<file path="config.mk">
export PLATFORM = sky130hd
export DESIGN_NAME = irq_prio_ctrl
export DESIGN_NICKNAME = d
export VERILOG_FILES = /design/src/hw/irq_prio_pkg.sv /design/src/hw/irq_prio_ctrl.sv
export SDC_FILE = /design/constraint.sdc
export NUM_CORES = 1
export LEC_CHECK = 0
export BUFFER_PORTS_ARGS = -buffer_cell sky130_fd_sc_hd__buf_2
export CAP_MARGIN = 20
export CORE_MARGIN = 4
export CORE_UTILIZATION = 48
export CTS_BUF_LIST = sky130_fd_sc_hd__clkbuf_2 sky130_fd_sc_hd__clkbuf_4 sky130_fd_sc_hd__clkbuf_8
export CTS_CLUSTER_DIAMETER = 60
export CTS_CLUSTER_SIZE = 20
export DETAILED_ROUTE_END_ITERATION = 8
export PLACE_DENSITY = 0.82
export SETUP_SLACK_MARGIN = 0.15
export SLEW_MARGIN = 40
export SYNTH_ARGS = -nofsm -noshare
export SYNTH_HDL_FRONTEND = slang
export SYNTH_SLANG_ARGS = --single-unit
</file>
<file path="constraint.sdc">
create_clock -name aclk -period 1.9 [get_ports aclk]
set_clock_uncertainty 0.15 [all_clocks]
set_input_delay 0.19 -clock aclk [delete_from_list [all_inputs] [get_ports aclk]]
set_output_delay 0.19 -clock aclk [all_outputs]
set_load 0.03 [all_outputs]
</file>
<file path="src/hw/irq_prio_pkg.sv">
// shared constants and types for the interrupt priority controller
// assumes an axi4-lite master with 32-bit data and byte addresses
package irq_prio_pkg;

  // ***************************
  // register map (byte offsets)
  // ***************************
  localparam logic [7:0] SYSCTL_OFFS = 8'h00;
  localparam logic [7:0] PRIOA_OFFS  = 8'h04;
  localparam logic [7:0] STATUS_OFFS = 8'h08;
  localparam logic [7:0] MASK_OFFS   = 8'h0C;

  // ***************************
  // reset values and fields
  // ***************************
  localparam logic [7:0] SYSCTL_RESET = 8'h09;
  localparam logic [7:0] PRIOA_RESET  = 8'h00;
  localparam logic [7:0] STATUS_RESET = 8'h00;
  localparam logic [7:0] MASK_RESET   = 8'h00;
  localparam int         UFS_BIT      = 3;  // user_flag_select
  localparam int         EDGE_BIT     = 2;  // nonmask_edge_select
  localparam int         ST_NMI_BIT   = 0;  // nmi edge seen
  localparam int         ST_STBY_BIT  = 1;  // hardware standby entered

  // ***************************
  // sources: 0..5 ext lines, 6 watchdog, 7 refresh, 8 adc, 9..11 timer16 ch0..2
  // ***************************
  localparam int NUM_SRC = 12;
  localparam int PRIO_BIT [NUM_SRC] = '{7, 6, 5, 5, 4, 4, 3, 3, 3, 2, 1, 0};

  localparam logic [1:0] RESP_OKAY   = 2'h0;
  localparam logic [1:0] RESP_SLVERR = 2'h2;

  typedef enum logic [1:0] {WR_IDLE = 2'b01, WR_RESP = 2'b10} wr_state_t;
  typedef enum logic [1:0] {RD_IDLE = 2'b01, RD_RESP = 2'b10} rd_state_t;

endpackage

</file>
<file path="src/hw/irq_prio_ctrl.sv">
// interrupt priority and nmi edge configuration with axi4-lite registers
// assumes request inputs from logic on aclk, except pins which are synchronised here
//
// Functional notes
// RL1 - system control reloads 09 on reset, standby
// RL2 - software standby leaves system control untouched
// RL3 - select 0: user flag masks; 1: plain bit
// RL4 - edge select 0 falling, 1 rising nmi edge
// RL5 - priority register clears on reset, standby; rw
// RL6 - bit 0 low level, bit 1 high level
// RL7 - bit 7 sets external line 0 level
// RL8 - bit 6 sets external line 1 level
// RL9 - bit 5 sets external lines 2,3 level
// RL10 - bit 4 sets external lines 4,5 level
// RL11 - bit 3 sets watchdog, refresh, adc level
// RL12 - bit 2 sets timer16 channel 0 level
// RL13 - bit 1 sets timer16 channel 1 level
// RL14 - nmi highest, always accepted; arbitrate maskable ones
// RL15 - bit 0 sets timer16 channel 2 level
// RL16 - same level: lowest source index wins
module irq_prio_ctrl (
  input  wire logic        aclk,
  input  wire logic        aresetn,
  input  wire logic [7:0]  awaddr,
  input  wire logic        awvalid,
  output logic             awready,
  input  wire logic [31:0] wdata,
  input  wire logic [3:0]  wstrb,
  input  wire logic        wvalid,
  output logic             wready,
  output logic [1:0]       bresp,
  output logic             bvalid,
  input  wire logic        bready,
  input  wire logic [7:0]  araddr,
  input  wire logic        arvalid,
  output logic             arready,
  output logic [31:0]      rdata,
  output logic [1:0]       rresp,
  output logic             rvalid,
  input  wire logic        rready,
  input  wire logic        hw_standby,
  input  wire logic        nmi_pin,
  input  wire logic [5:0]  external_request_lines,
  input  wire logic        watchdog_req,
  input  wire logic        refresh_req,
  input  wire logic        adc_req,
  input  wire logic [2:0]  timer16_req,
  input  wire logic        cpu_i_flag,
  input  wire logic        user_or_mask_flag,
  input  wire logic        nmi_ack,
  output logic             nmi_request,
  output logic             req_valid,
  output logic [3:0]       req_source,
  output logic             req_level,
  output logic             ui_mask_active,
  output logic             irq
);

  // ***************************
  // register decode
  // ***************************
  // offset to register select, 3'd4 means unmapped
  function automatic logic [2:0] reg_sel(input logic [7:0] addr);
    case (addr & 8'hFC)
      irq_prio_pkg::SYSCTL_OFFS: reg_sel = 3'h0;
      irq_prio_pkg::PRIOA_OFFS:  reg_sel = 3'h1;
      irq_prio_pkg::STATUS_OFFS: reg_sel = 3'h2;
      irq_prio_pkg::MASK_OFFS:   reg_sel = 3'h3;
      default:                   reg_sel = 3'h4;
    endcase
  endfunction

  irq_prio_pkg::wr_state_t wr_state_reg, wr_state_next;
  irq_prio_pkg::rd_state_t rd_state_reg, rd_state_next;
  logic [7:0]  sysctl_reg, sysctl_next, prioa_reg, prioa_next;
  logic [7:0]  status_reg, status_next, mask_reg, mask_next;
  logic [7:0]  awaddr_reg, awaddr_next;
  logic [7:0]  wdata_reg, wdata_next;
  logic        wstrb0_reg, wstrb0_next, aw_have_reg, aw_have_next, w_have_reg, w_have_next;
  logic        awready_reg, awready_next, wready_reg, wready_next, bvalid_reg, bvalid_next;
  logic        arready_reg, arready_next, rvalid_reg, rvalid_next;
  logic [1:0]  bresp_reg, bresp_next, rresp_reg, rresp_next;
  logic [7:0]  rdata_reg, rdata_next;
  logic        irq_reg, irq_next;
  logic [5:0]  ext_s1, ext_s2;
  logic        stby_s1, stby_s2, stby_s3, nmi_s1, nmi_s2, nmi_s3;
  logic        nmi_edge, stby_entry;

  // ***************************
  // pin synchronisers
  // ***************************
  always_ff @(posedge aclk) begin
    if (!aresetn) begin
      ext_s1  <= 6'h00;
      ext_s2  <= 6'h00;
      stby_s1 <= 1'b0;
      stby_s2 <= 1'b0;
      stby_s3 <= 1'b0;
    end else begin
      ext_s1  <= external_request_lines;
      ext_s2  <= ext_s1;
      stby_s1 <= hw_standby;
      stby_s2 <= stby_s1;
      stby_s3 <= stby_s2;
    end
  end

  // nmi chain runs through reset so it holds the pin level; no false edge after release
  always_ff @(posedge aclk) begin
    nmi_s1 <= nmi_pin;
    nmi_s2 <= nmi_s1;
    nmi_s3 <= nmi_s2;
  end

  // RL4 edge select decode
  assign nmi_edge   = sysctl_reg[irq_prio_pkg::EDGE_BIT] ? (nmi_s2 & ~nmi_s3) : (~nmi_s2 & nmi_s3);
  assign stby_entry = stby_s2 & ~stby_s3;

  // ***************************
  // bus slave and registers
  // ***************************
  // next state of bus channels and register file
  always_comb begin
    logic [7:0] wa;
    logic [7:0] wd;
    logic       ws;
    wa = awaddr_reg;
    wd = wdata_reg;
    ws = wstrb0_reg;
    wr_state_next = wr_state_reg;
    rd_state_next = rd_state_reg;
    sysctl_next   = sysctl_reg;
    prioa_next    = prioa_reg;
    status_next   = status_reg;
    mask_next     = mask_reg;
    awaddr_next   = awaddr_reg;
    wdata_next    = wdata_reg;
    wstrb0_next   = wstrb0_reg;
    aw_have_next  = aw_have_reg;
    w_have_next   = w_have_reg;
    awready_next  = awready_reg;
    wready_next   = wready_reg;
    bvalid_next   = bvalid_reg;
    bresp_next    = bresp_reg;
    arready_next  = arready_reg;
    rvalid_next   = rvalid_reg;
    rresp_next    = rresp_reg;
    rdata_next    = rdata_reg;
    case (wr_state_reg)
      irq_prio_pkg::WR_IDLE: begin
        if (awvalid && awready_reg) begin
          wa           = awaddr;
          awaddr_next  = awaddr;
          aw_have_next = 1'b1;
          awready_next = 1'b0;
        end
        if (wvalid && wready_reg) begin
          wd          = wdata[7:0];
          ws          = wstrb[0];
          wdata_next  = wdata[7:0];
          wstrb0_next = wstrb[0];
          w_have_next = 1'b1;
          wready_next = 1'b0;
        end
        if (aw_have_next && w_have_next) begin
          // RL2 only a bus write, a reset or hardware standby changes system control
          // RL5 every priority bit writable
          case (reg_sel(wa))
            3'h0:    if (ws) sysctl_next = wd;
            3'h1:    if (ws) prioa_next = wd;
            3'h3:    if (ws) mask_next = wd;
            default: ;
          endcase
          bresp_next    = (reg_sel(wa) == 3'h4) ? irq_prio_pkg::RESP_SLVERR : irq_prio_pkg::RESP_OKAY;
          bvalid_next   = 1'b1;
          aw_have_next  = 1'b0;
          w_have_next   = 1'b0;
          wr_state_next = irq_prio_pkg::WR_RESP;
        end
      end
      irq_prio_pkg::WR_RESP: begin
        if (bready) begin
          bvalid_next   = 1'b0;
          awready_next  = 1'b1;
          wready_next   = 1'b1;
          wr_state_next = irq_prio_pkg::WR_IDLE;
        end
      end
      default: wr_state_next = irq_prio_pkg::WR_IDLE;
    endcase
    case (rd_state_reg)
      irq_prio_pkg::RD_IDLE: begin
        if (arvalid) begin
          case (reg_sel(araddr))
            3'h0:    rdata_next = sysctl_reg;
            3'h1:    rdata_next = prioa_reg;
            3'h2:    rdata_next = status_reg;
            3'h3:    rdata_next = mask_reg;
            default: rdata_next = 8'h00;
          endcase
          // status read clears, new events below still set
          if (reg_sel(araddr) == 3'h2) status_next = 8'h00;
          rresp_next    = (reg_sel(araddr) == 3'h4) ? irq_prio_pkg::RESP_SLVERR : irq_prio_pkg::RESP_OKAY;
          rvalid_next   = 1'b1;
          arready_next  = 1'b0;
          rd_state_next = irq_prio_pkg::RD_RESP;
        end
      end
      irq_prio_pkg::RD_RESP: begin
        if (rready) begin
          rvalid_next   = 1'b0;
          arready_next  = 1'b1;
          rd_state_next = irq_prio_pkg::RD_IDLE;
        end
      end
      default: rd_state_next = irq_prio_pkg::RD_IDLE;
    endcase
    // sticky events, set wins over clear
    status_next[irq_prio_pkg::ST_NMI_BIT]  = status_next[irq_prio_pkg::ST_NMI_BIT] | nmi_edge;
    status_next[irq_prio_pkg::ST_STBY_BIT] = status_next[irq_prio_pkg::ST_STBY_BIT] | stby_entry;
    // RL1 standby reloads system control
    // RL5 standby clears priority register
    if (stby_s2) begin
      sysctl_next = irq_prio_pkg::SYSCTL_RESET;
      prioa_next  = irq_prio_pkg::PRIOA_RESET;
    end
    irq_next = |(status_next & mask_reg);
  end

  // register the bus and register file
  always_ff @(posedge aclk) begin
    if (!aresetn) begin
      wr_state_reg <= irq_prio_pkg::WR_IDLE;
      rd_state_reg <= irq_prio_pkg::RD_IDLE;
      sysctl_reg   <= irq_prio_pkg::SYSCTL_RESET;
      prioa_reg    <= irq_prio_pkg::PRIOA_RESET;
      status_reg   <= irq_prio_pkg::STATUS_RESET;
      mask_reg     <= irq_prio_pkg::MASK_RESET;
      awaddr_reg   <= 8'h00;
      wdata_reg    <= 8'h00;
      wstrb0_reg   <= 1'b0;
      aw_have_reg  <= 1'b0;
      w_have_reg   <= 1'b0;
      awready_reg  <= 1'b1;
      wready_reg   <= 1'b1;
      bvalid_reg   <= 1'b0;
      bresp_reg    <= irq_prio_pkg::RESP_OKAY;
      arready_reg  <= 1'b1;
      rvalid_reg   <= 1'b0;
      rresp_reg    <= irq_prio_pkg::RESP_OKAY;
      rdata_reg    <= 8'h00;
      irq_reg      <= 1'b0;
    end else begin
      wr_state_reg <= wr_state_next;
      rd_state_reg <= rd_state_next;
      sysctl_reg   <= sysctl_next;
      prioa_reg    <= prioa_next;
      status_reg   <= status_next;
      mask_reg     <= mask_next;
      awaddr_reg   <= awaddr_next;
      wdata_reg    <= wdata_next;
      wstrb0_reg   <= wstrb0_next;
      aw_have_reg  <= aw_have_next;
      w_have_reg   <= w_have_next;
      awready_reg  <= awready_next;
      wready_reg   <= wready_next;
      bvalid_reg   <= bvalid_next;
      bresp_reg    <= bresp_next;
      arready_reg  <= arready_next;
      rvalid_reg   <= rvalid_next;
      rresp_reg    <= rresp_next;
      rdata_reg    <= rdata_next;
      irq_reg      <= irq_next;
    end
  end

  // ***************************
  // priority arbitration
  // ***************************
  logic [irq_prio_pkg::NUM_SRC-1:0] pend, src_lvl;
  logic        lvl0_ok, lvl1_ok, sel_valid, sel_level, nmi_pend_reg, nmi_pend_next;
  logic [3:0]  sel_idx, req_source_reg, req_source_next;
  logic        req_valid_reg, req_valid_next, req_level_reg, req_level_next, ui_mask_reg, ui_mask_next;

  assign pend = {timer16_req, adc_req, refresh_req, watchdog_req, ext_s2};

  // RL6 level of each source from its priority bit
  // RL7 RL8 RL9 RL10 RL11 RL12 RL13 RL15 source to bit table
  for (genvar g = 0; g < irq_prio_pkg::NUM_SRC; g++) begin : g_lvl
    assign src_lvl[g] = prioa_reg[irq_prio_pkg::PRIO_BIT[g]];
  end

  // RL3 user flag as second mask only when select is 0
  assign lvl0_ok = ~cpu_i_flag;
  assign lvl1_ok = ~cpu_i_flag | (~sysctl_reg[irq_prio_pkg::UFS_BIT] & ~user_or_mask_flag);

  // RL16 scan downward so the lowest index is kept
  // RL14 high level beats low level among maskable requests
  always_comb begin
    sel_valid = 1'b0;
    sel_level = 1'b0;
    sel_idx   = 4'h0;
    for (int i = irq_prio_pkg::NUM_SRC - 1; i >= 0; i--) begin
      if (pend[i] && !src_lvl[i] && lvl0_ok && !(sel_valid && sel_level)) begin
        sel_valid = 1'b1;
        sel_idx   = 4'(i);
      end
    end
    for (int i = irq_prio_pkg::NUM_SRC - 1; i >= 0; i--) begin
      if (pend[i] && src_lvl[i] && lvl1_ok) begin
        sel_valid = 1'b1;
        sel_level = 1'b1;
        sel_idx   = 4'(i);
      end
    end
    // RL14 nmi pends unconditionally, set wins over ack
    nmi_pend_next   = (nmi_pend_reg & ~nmi_ack) | nmi_edge;
    req_valid_next  = sel_valid;
    req_source_next = sel_idx;
    req_level_next  = sel_level;
    ui_mask_next    = ~sysctl_reg[irq_prio_pkg::UFS_BIT];
  end

  // register the arbitration result
  always_ff @(posedge aclk) begin
    if (!aresetn) begin
      nmi_pend_reg   <= 1'b0;
      req_valid_reg  <= 1'b0;
      req_source_reg <= 4'h0;
      req_level_reg  <= 1'b0;
      ui_mask_reg    <= 1'b0;
    end else begin
      nmi_pend_reg   <= nmi_pend_next;
      req_valid_reg  <= req_valid_next;
      req_source_reg <= req_source_next;
      req_level_reg  <= req_level_next;
      ui_mask_reg    <= ui_mask_next;
    end
  end

  assign awready = awready_reg;
  assign wready = wready_reg;
  assign bvalid = bvalid_reg;
  assign bresp = bresp_reg;
  assign arready = arready_reg;
  assign rvalid = rvalid_reg;
  assign rresp = rresp_reg;
  assign rdata = {24'h000000, rdata_reg};
  assign irq = irq_reg;
  assign nmi_request = nmi_pend_reg;
  assign req_valid = req_valid_reg;
  assign req_source = req_source_reg;
  assign req_level = req_level_reg;
  assign ui_mask_active = ui_mask_reg;
endmodule

</file>
==> results.sh, run 1 <==
export IMPL_status="complete, but fails checks"
export IMPL_failed_checks="negative hold slack"
export IMPL_slew_headroom_pct=66.1
export IMPL_layout_commonest_cell="dfxtp_1"
export IMPL_ys_ff_latch=95
export IMPL_ant_nets=0
export IMPL_via_per_inst=5.44
export IMPL_worst_pin_slew_ns=0.504
export IMPL_ys_seq_area_share_pct=44.0
export IMPL_nets=661
export IMPL_clock_fmax_ghz=0.533
export IMPL_yosysTopAreaCell="dfxtp_1"
export IMPL_row_count=34
export IMPL_grt_overflow=0
export IMPL_fin_crit_sh_pct=98.8
export IMPL_async_flop_share_pct=0
export IMPL_finalSetupTns_ns=0
export IMPL_dominantRegCellSynth="dfxtp_1"
export IMPL_ios=126
export IMPL_cts_made_buffers=9
export IMPL_power_density_nw_per_um2=752
export IMPL_post_cts_setup_buffers=0
export IMPL_synth_area_sq_um=4320
export IMPL_whs_ns=-0.0207
export IMPL_initial_utilization_pct=49.6
export IMPL_worstPathRequired_ns=1.99
export IMPL_fp_coreArea_sq_um=8720
export IMPL_area_delta_synth_final_pct=24.8
export IMPL_synth_area_top_cells="dfxtp_1 44%, mux2i_1 5.3%, nand2_1 5.0%"
export IMPL_cts_buffer_depth=2
export IMPL_drc=0
export IMPL_drive_gt1_share_pct=26.8
export IMPL_cts_tree="built"
export IMPL_die_y_microns=103
export IMPL_antenna_found_initial=0
export IMPL_synth_edf_count=0
export IMPL_syn_inst=478
export IMPL_r2r_cells=6
export IMPL_worstPathMaxFanout=8
export IMPL_synth_top_area_share_pct=44.0
export IMPL_cp_end_kind="flop"
export IMPL_setup_viol=0
export IMPL_drt_iter0_drc=263
export IMPL_hold_violations=1
export IMPL_insertion_delay_ns=0.37
export IMPL_p_leak_uw=0.00231
export IMPL_final_area_sq_um=5400
export IMPL_gp_congestion=0.903
export IMPL_dieArea_sq_um=10600
export IMPL_portBuffers=68
export IMPL_maxCapViolations=0
export IMPL_cts_root_buf="clkbuf_8"
export IMPL_cp_arrival_ns=1.97
export IMPL_final_cell_mix="91 x dfxtp_1, 68 x buf_2, 58 x nand2_1"
export IMPL_hold_path_depth=3
export IMPL_stdcell_count=698
export IMPL_dp_cells=657
export IMPL_dieWidth_microns=103
export IMPL_hp_class="in2reg"
export IMPL_clock_sinks=95
export IMPL_drt_wl_total_mm=10.5
export IMPL_fin_crit_ns=1.88
export IMPL_dr_total_vias=3794
export IMPL_critical_path_class="reg2reg"
export IMPL_first_pass_iters=7
export IMPL_grt_total_usage_pct=20.2
export IMPL_synth_distinct_cells=59
export IMPL_yosys_warnings=0
export IMPL_avgSynthCellArea_sq_um=9.04
export IMPL_slew_violations=0
export IMPL_dp_hpwl_mm=7.53
export IMPL_cp_start_kind="flop"
export IMPL_post_dp_cell_area_sq_um=4850
export IMPL_clk_pin_slew_worst_paths_ns=0.10
export IMPL_htree_levels=3
export IMPL_grt_pass1_vias=3554
export IMPL_rsz0062_at_grt="yes"
export IMPL_ir_drop_uv=491
export IMPL_diodes=0
export IMPL_wire_per_inst_microns=15.0
export IMPL_grt_max_degree=26
export IMPL_grt_pass1_wl_mm=16.9
-- cell families after synthesis --
logic type      Yosys count  share of synthesized area [%]
compound gates          109                           18.3
other cells               1                         0.0868
simple gates            185                           22.7
mux                      32                           7.73
buf+inv                  56                           7.21
flops                    95                           44.0
-- report_power, final --
part | leakage [uW] | internal (uW) | switching [uW]
logic | 0.00144 | 250 | 385
registers | 0.000777 | 2070 | 51.1
clock network | 0.0000957 | 534 | 767
-- worst max-delay path, cell delays in order (launching register included) --
cell and delay, ns:
dfxtp_2 0.35, nor4_4 0.38, mux2i_4 0.17, a211oi_4 0.24
buf_12 0.18, mux2i_1 0.21, nor2_1 0.07
-- area by class of cell --
| class | instances | area (sq um) |
|---|---|---|
| fill | 730 | 3330 |
| multi-input combinational | 352 | 2320 |
| sequential | 95 | 1910 |
| timing repair buffer | 116 | 802 |
| clock buffer | 10 | 138 |
| tap | 108 | 135 |
| clock inverter | 6 | 51.3 |
| inverter | 11 | 41.3 |
-- layer usage --
layer	share of wire, %	global-route usage [%]	wire [microns]	vias up
met5	0	0	0	-
met4	1.5	6.77	155	0
met3	6.1	3.86	637	16
met2	50	34.6	5250	121
met1	42	25.6	4440	1808
li1	-	-	-	1849
-- stage by stage --
step           total power, uW  util (%)  setup WS (ns)
2_1_floorplan             2600         -         0.0135
3_3_place_gp              2720      55.6         0.0625
3_5_place_dp              2740      55.6        0.00851
4_1_cts                   4060      60.8         0.0475
5_1_grt                   4230      61.9        -0.0522
6_report                  4060      61.9         0.0229
-- path summary, 6_finish.rpt --
check / from / endpoint / slack (ns)
hold reg to reg: nmi_s1 / nmi_s2 / 0.19
setup reg to reg: awaddr_reg[6] / prioa_reg[5] / 0.02
hold / removal: awaddr[4] / awaddr_reg[4] / -0.02
setup / recovery: awaddr_reg[6] / prioa_reg[5] / 0.02
-- cells in the mapped netlist, drive strengths merged (5+ instances only) --
master   n
a222oi   8
inv     11
a21boi  14
clkbuf  15
and2    16
a21o    10
nor3     7
nand2   59
dfxtp   95
nand2b  13
buf     30
and3    10
nand3   17
nor2b   19
nor2    28
a21oi   22
o21ai   26
mux2     8
a22oi    5
mux2i   24
-- what timing repair did --
action / in CTS / in global routing
hold buffers: 24 / 0
gates resized for setup: 4 / 30
pin swaps: 4 / 13
cloned: 0 / 1
endpoints found under the hold margin: 26 / 0
endpoints found under the setup margin: 24 / 37
(Power assumes the default switching activity.)
==> run 2: changes to the inputs <==
--- a/config.mk
+++ b/config.mk
@@ -8,13 +8,13 @@
 export BUFFER_PORTS_ARGS = -buffer_cell sky130_fd_sc_hd__buf_2
 export CAP_MARGIN = 20
 export CORE_MARGIN = 4
-export CORE_UTILIZATION = 48
+export CORE_UTILIZATION = 55
 export CTS_BUF_LIST = sky130_fd_sc_hd__clkbuf_2 sky130_fd_sc_hd__clkbuf_4 sky130_fd_sc_hd__clkbuf_8
 export CTS_CLUSTER_DIAMETER = 60
 export CTS_CLUSTER_SIZE = 20
 export DETAILED_ROUTE_END_ITERATION = 8
-export PLACE_DENSITY = 0.82
-export SETUP_SLACK_MARGIN = 0.15
+export PLACE_DENSITY = 0.88
+export SETUP_SLACK_MARGIN = 0.5
 export SLEW_MARGIN = 40
 export SYNTH_ARGS = -nofsm -noshare
 export SYNTH_HDL_FRONTEND = slang
==> constraint.sdc (replaced) <==
create_clock -name aclk -period 2.2 [get_ports aclk]
set_clock_uncertainty 0.15 [all_clocks]
set_input_delay 0.22 -clock aclk [delete_from_list [all_inputs] [get_ports aclk]]
set_output_delay 0.22 -clock aclk [all_outputs]
set_load 0.03 [all_outputs]
==> results.sh, run 2 (synthesis results as in run 1) <==
export IMPL_status="complete, but fails checks"
export IMPL_failed_checks="negative hold slack"
export IMPL_slew_headroom_pct=61.3
export IMPL_r2r_cells=7
export IMPL_ir_drop_uv=447
export IMPL_whs_ns=-0.00232
export IMPL_first_pass_iters=8
export IMPL_diodes=0
export IMPL_insertion_delay_ns=0.37
export IMPL_clock_fmax_ghz=0.527
export IMPL_fin_crit_ns=1.90
export IMPL_slowest_delay_ns=0.35
export IMPL_grt_pass1_vias=3801
export IMPL_worstPathRequired_ns=2.28
export IMPL_cp_cell_sequence="nor4_4, buf_4, mux2i_4, a211oi_4, buf_6, mux2i_1, nor2_1"
export IMPL_area_delta_synth_final_pct=23.2
export IMPL_slowest_stage="dfxtp_2"
export IMPL_finalSetupTns_ns=0
export IMPL_nets=650
export IMPL_fp_coreArea_sq_um=7690
export IMPL_gp_congestion=0.944
export IMPL_utilization_pct=69.3
export IMPL_hold_violations=1
export IMPL_die_y_microns=96.6
export IMPL_ant_nets=0
export IMPL_hp_class="in2reg"
export IMPL_clk_pin_slew_worst_paths_ns=0.09
export IMPL_cp_start_kind="flop"
export IMPL_rr_startpoint="awaddr_reg[6]"
export IMPL_power_density_nw_per_um2=659
export IMPL_cts_root_buf="clkbuf_8"
export IMPL_grt_total_usage_pct=22.8
export IMPL_wire_per_inst_microns=16.6
export IMPL_fin_crit_sh_pct=86.2
export IMPL_row_count=32
export IMPL_drt_iter0_drc=574
export IMPL_drc=0
export IMPL_setup_viol=0
export IMPL_maxCapViolations=0
export IMPL_rrSetupSlack_ns=0.30
export IMPL_worst_pin_slew_ns=0.580
export IMPL_drive_gt1_share_pct=26.9
export IMPL_p_leak_uw=0.00226
export IMPL_initial_utilization_pct=56.2
export IMPL_dieWidth_microns=96.6
export IMPL_cts_buffer_depth=2
export IMPL_combPwrFrac_pct=15.9
export IMPL_critical_path_class="reg2reg"
export IMPL_power_switching_uw=1050
export IMPL_worstSetupStartpoint="awaddr_reg[6]"
export IMPL_clkPwrFrac_pct=31.8
export IMPL_layout_commonest_cell="dfxtp_1"
export IMPL_rr_endpoint="prioa_reg[5]"
export IMPL_grt_max_degree=40
export IMPL_seqPwrFrac_pct=52.3
export IMPL_clock_sinks=95
export IMPL_final_cell_mix="85 x dfxtp_1, 68 x buf_2, 58 x nand2_1"
export IMPL_slew_violations=0
export IMPL_cts_tree="built"
export IMPL_sw_frac_of_total_pct=30.0
export IMPL_cp_end_kind="flop"
export IMPL_drt_wl_total_mm=11.3
export IMPL_dieArea_sq_um=9340
export IMPL_htree_levels=3
export IMPL_rsz0062_at_grt="yes"
export IMPL_ios=126
export IMPL_grt_overflow=0
export IMPL_worstPathMaxFanout=8
export IMPL_p_int_uw=2460
export IMPL_dp_hpwl_mm=7.13
export IMPL_via_per_inst=5.83
export IMPL_endpoint="prioa_reg[5]"
export IMPL_portBuffers=68
export IMPL_cts_made_buffers=9
export IMPL_dr_total_vias=3968
export IMPL_grt_pass1_wl_mm=17.9
export IMPL_cp_arrival_ns=1.98
export IMPL_antenna_found_initial=0
-- run 2: cell count changes in the layout (fill, tap and decap cells not counted), sizes merged --
cell,before,now
buf,92,84
inv,15,16
clkinv,1,0
dlygate4sd3,24,21
-- run 2: through the flow --
stage	cell area (sq um)	setup WS [ns]	power, uW	cells	hold slack (ns)
floorplan	4440	0.313	2250	503	0.0977
global placement	4730	0.229	2340	641	0.164
detailed placement	4730	0.203	2360	641	0.172
CTS	5250	0.372	3500	679	-0.00553
global route	5330	0.231	3660	681	0.00360
finish	5330	0.303	3510	681	-0.00232
-- run 2: how the worst min path moves through the flow --
stage | cells past startpoint | slack (ns) | to | start
final | 3 | -0.002 | awaddr_reg[4] | awaddr[4]
after global routing | 3 | 0.004 | awaddr_reg[4] | awaddr[4]
after CTS | 3 | -0.006 | awaddr_reg[4] | awaddr[4]
after detailed placement | 0 | 0.17 | nmi_s2 | nmi_s1
after global placement | 0 | 0.16 | nmi_s2 | nmi_s1
after floorplan | 0 | 0.1 | nmi_s1 | nmi_pin
-- run 2: repair_timing --
item	4_1_cts	5_1_grt
gates cloned	1	0
pin swaps	7	8
gates resized for setup	35	14
endpoints found under the setup margin	32	31
hold endpoints to repair	21	1
hold buffers	20	1
buffers inserted	1	1
-- run 2: per-layer routing --
metal  track usage (%)  wire, microns  share of wire (%)
met4              9.18            346                3.1
met5                 0              0                  0
met2              39.1           5640                 50
met3              5.34            982                8.7
met1              27.6           4330                 38
-- run 2: cell type report --
type / instances / area [sq um]
Clock buffer: 10 / 131
Clock inverter: 6 / 56.3
Fill cell: 586 / 2360
Inverter: 11 / 41.3
Multi-Input combinational cell: 352 / 2360
Sequential cell: 95 / 1920
Tap cell: 102 / 128
Timing Repair Buffer: 105 / 686
-- run 2: worst max-delay path: cells and delay by family (launching register included) --
family / cells / cell delay [ns]
compound gates: 1 / 0.22
buf+inv: 2 / 0.37
flops: 1 / 0.35
mux: 2 / 0.32
simple gates: 2 / 0.36
-- run 2: power groups by stage --
stage / Combinational [uW] / Clock, uW / Sequential [uW]
2_1_floorplan: 349 / 0 / 1900
3_3_place_gp: 471 / 0 / 1870
3_5_place_dp: 486 / 0 / 1870
4_1_cts: 538 / 1130 / 1830
5_1_grt: 603 / 1210 / 1850
6_report: 558 / 1110 / 1840
==> run 3: changes to the inputs <==
--- a/config.mk
+++ b/config.mk
@@ -8,12 +8,12 @@
 export BUFFER_PORTS_ARGS = -buffer_cell sky130_fd_sc_hd__buf_2
 export CAP_MARGIN = 20
 export CORE_MARGIN = 4
-export CORE_UTILIZATION = 55
+export CORE_UTILIZATION = 45
 export CTS_BUF_LIST = sky130_fd_sc_hd__clkbuf_2 sky130_fd_sc_hd__clkbuf_4 sky130_fd_sc_hd__clkbuf_8
 export CTS_CLUSTER_DIAMETER = 60
 export CTS_CLUSTER_SIZE = 20
 export DETAILED_ROUTE_END_ITERATION = 8
-export PLACE_DENSITY = 0.88
+export PLACE_DENSITY = 0.75
 export SETUP_SLACK_MARGIN = 0.5
 export SLEW_MARGIN = 40
 export SYNTH_ARGS = -nofsm -noshare
==> results.sh, run 3 (synthesis results as in run 1) <==
export IMPL_status="finished, final reports clean"
export IMPL_grt_pass1_vias=3498
export IMPL_wire_per_inst_microns=14.6
export IMPL_die_y_microns=106
export IMPL_regArea_sq_um=1930
export IMPL_clkPwrFrac_pct=33.4
export IMPL_clk_pin_slew_worst_paths_ns=0.10
export IMPL_grt_total_usage_pct=17.9
export IMPL_nets=653
export IMPL_slew_headroom_pct=62.0
export IMPL_insertion_delay_ns=0.37
export IMPL_htree_levels=3
export IMPL_row_count=35
export IMPL_fin_crit_ns=1.79
export IMPL_first_pass_iters=6
export IMPL_slew_violations=0
export IMPL_combPwrFrac_pct=15.5
export IMPL_final_cell_mix="84 x dfxtp_1, 68 x buf_2, 57 x nand2_1"
export IMPL_cp_end_kind="flop"
export IMPL_power_density_nw_per_um2=666
export IMPL_diodes=0
export IMPL_antenna_found_initial=0
export IMPL_fillers=888
export IMPL_initial_utilization_pct=46.5
export IMPL_dp_hpwl_mm=7.37
export IMPL_grt_max_degree=27
export IMPL_power_switching_uw=1030
export IMPL_cts_buffer_depth=2
export IMPL_hold_violations=0
export IMPL_maxCapViolations=0
export IMPL_layout_commonest_cell="dfxtp_1"
export IMPL_drive_gt1_share_pct=27.7
export IMPL_multiInputGateArea_sq_um=2340
export IMPL_finalSetupTns_ns=0
export IMPL_clock_sinks=95
export IMPL_dieWidth_microns=106
export IMPL_area_delta_synth_final_pct=24.3
export IMPL_drt_iter0_drc=336
export IMPL_fin_crit_sh_pct=81.4
export IMPL_setup_slack_ns=0.410
export IMPL_cts_root_buf="clkbuf_8"
export IMPL_drc=0
export IMPL_p_leak_uw=0.00228
export IMPL_critical_path_class="reg2reg"
export IMPL_rsz0062_at_grt="yes"
export IMPL_ir_drop_uv=321
export IMPL_dpl_worst_slack_ns=0.164
export IMPL_dr_total_vias=3739
export IMPL_cts_made_buffers=9
export IMPL_portBuffers=68
export IMPL_grt_overflow=0
export IMPL_hp_class="in2reg"
export IMPL_worst_pin_slew_ns=0.567
export IMPL_via_per_inst=5.26
export IMPL_grt_pass1_wl_mm=16.5
export IMPL_setup_viol=0
export IMPL_p_int_uw=2550
export IMPL_cts_tree="built"
export IMPL_seqPwrFrac_pct=51.1
export IMPL_worstPathRequired_ns=2.27
export IMPL_worstPathMaxFanout=8
export IMPL_cp_arrival_ns=1.86
export IMPL_ant_nets=0
export IMPL_sw_frac_of_total_pct=28.9
export IMPL_clock_fmax_ghz=0.559
export IMPL_fp_coreArea_sq_um=9280
export IMPL_cp_start_kind="flop"
export IMPL_drt_wl_total_mm=10.4
export IMPL_gp_congestion=0.915
export IMPL_dieArea_sq_um=11200
export IMPL_ios=126
==> run 3: metrics by stage <==
stage / cell area, sq um / total power, uW / util, % / hold slack, ns / std cells
floorplan: 4440 / 2250 / - / 0.0977 / 503
global placement: 4770 / 2340 / 51.3 / 0.164 / 668
detailed placement: 4770 / 2360 / 51.3 / 0.163 / 668
CTS: 5270 / 3590 / 56.8 / 0.00275 / 705
global route: 5370 / 3740 / 57.9 / 0.0140 / 711
finish: 5370 / 3580 / 57.9 / 0.00681 / 711
==> run 3: final cells by class <==
type | instances | share of cell area [%]
multi-input cells | 352 | 43.5
flip-flops and latches | 95 | 35.9
repair buffers | 108 | 13.0
well taps | 129 | 3.00
clock buffers | 9 | 2.31
clock inverters | 7 | 1.44
inverters | 11 | 0.769
==> run 3: critical path, stage by stage (launching register included) <==
cell	delay [ns]
dfxtp_2	0.35
nor4_4	0.34
mux2i_4	0.17
a211oi_4	0.21
buf_6	0.19
mux2i_1	0.19
nor2_1	0.05
==> run 3: metal layers <==
layer  share of wire [%]  vias to the layer above  wire length (microns)  GRT usage (%)
met5                   0                        -                      0              0
met4                 1.1                        0                    110           4.44
met3                 6.8                       11                    709           3.64
met2                  49                      154                   5070           30.2
met1                  43                     1742                   4470           23.4
li1                    -                     1832                      -              -
==> run 3: final timing paths <==
kind	from	endpoint	slack, ns	cells after the start
max	awaddr_reg[6]	prioa_reg[5]	0.41	6
min	awaddr[4]	awaddr_reg[4]	0.007	3
max reg2reg	awaddr_reg[6]	prioa_reg[5]	0.41	6
min reg2reg	nmi_s1	nmi_s2	0.18	0
==> run 3: power by group through the flow <==
stage          combinational [uW]  clock [uW]  sequential (uW)
2_1_floorplan                 349           0             1900
5_1_grt                       604        1290             1840
4_1_cts                       536        1220             1830
3_5_place_dp                  489           0             1870
6_report                      556        1200             1830
3_3_place_gp                  476           0             1870
==> run 3: timing repair <==
item	in CTS	in global routing
hold buffers	19	0
buffers inserted	1	6
resized for setup	33	14
cloned	1	0
endpoints found under the setup margin	26	34
endpoints found under the hold margin	19	0
pin swaps	10	3
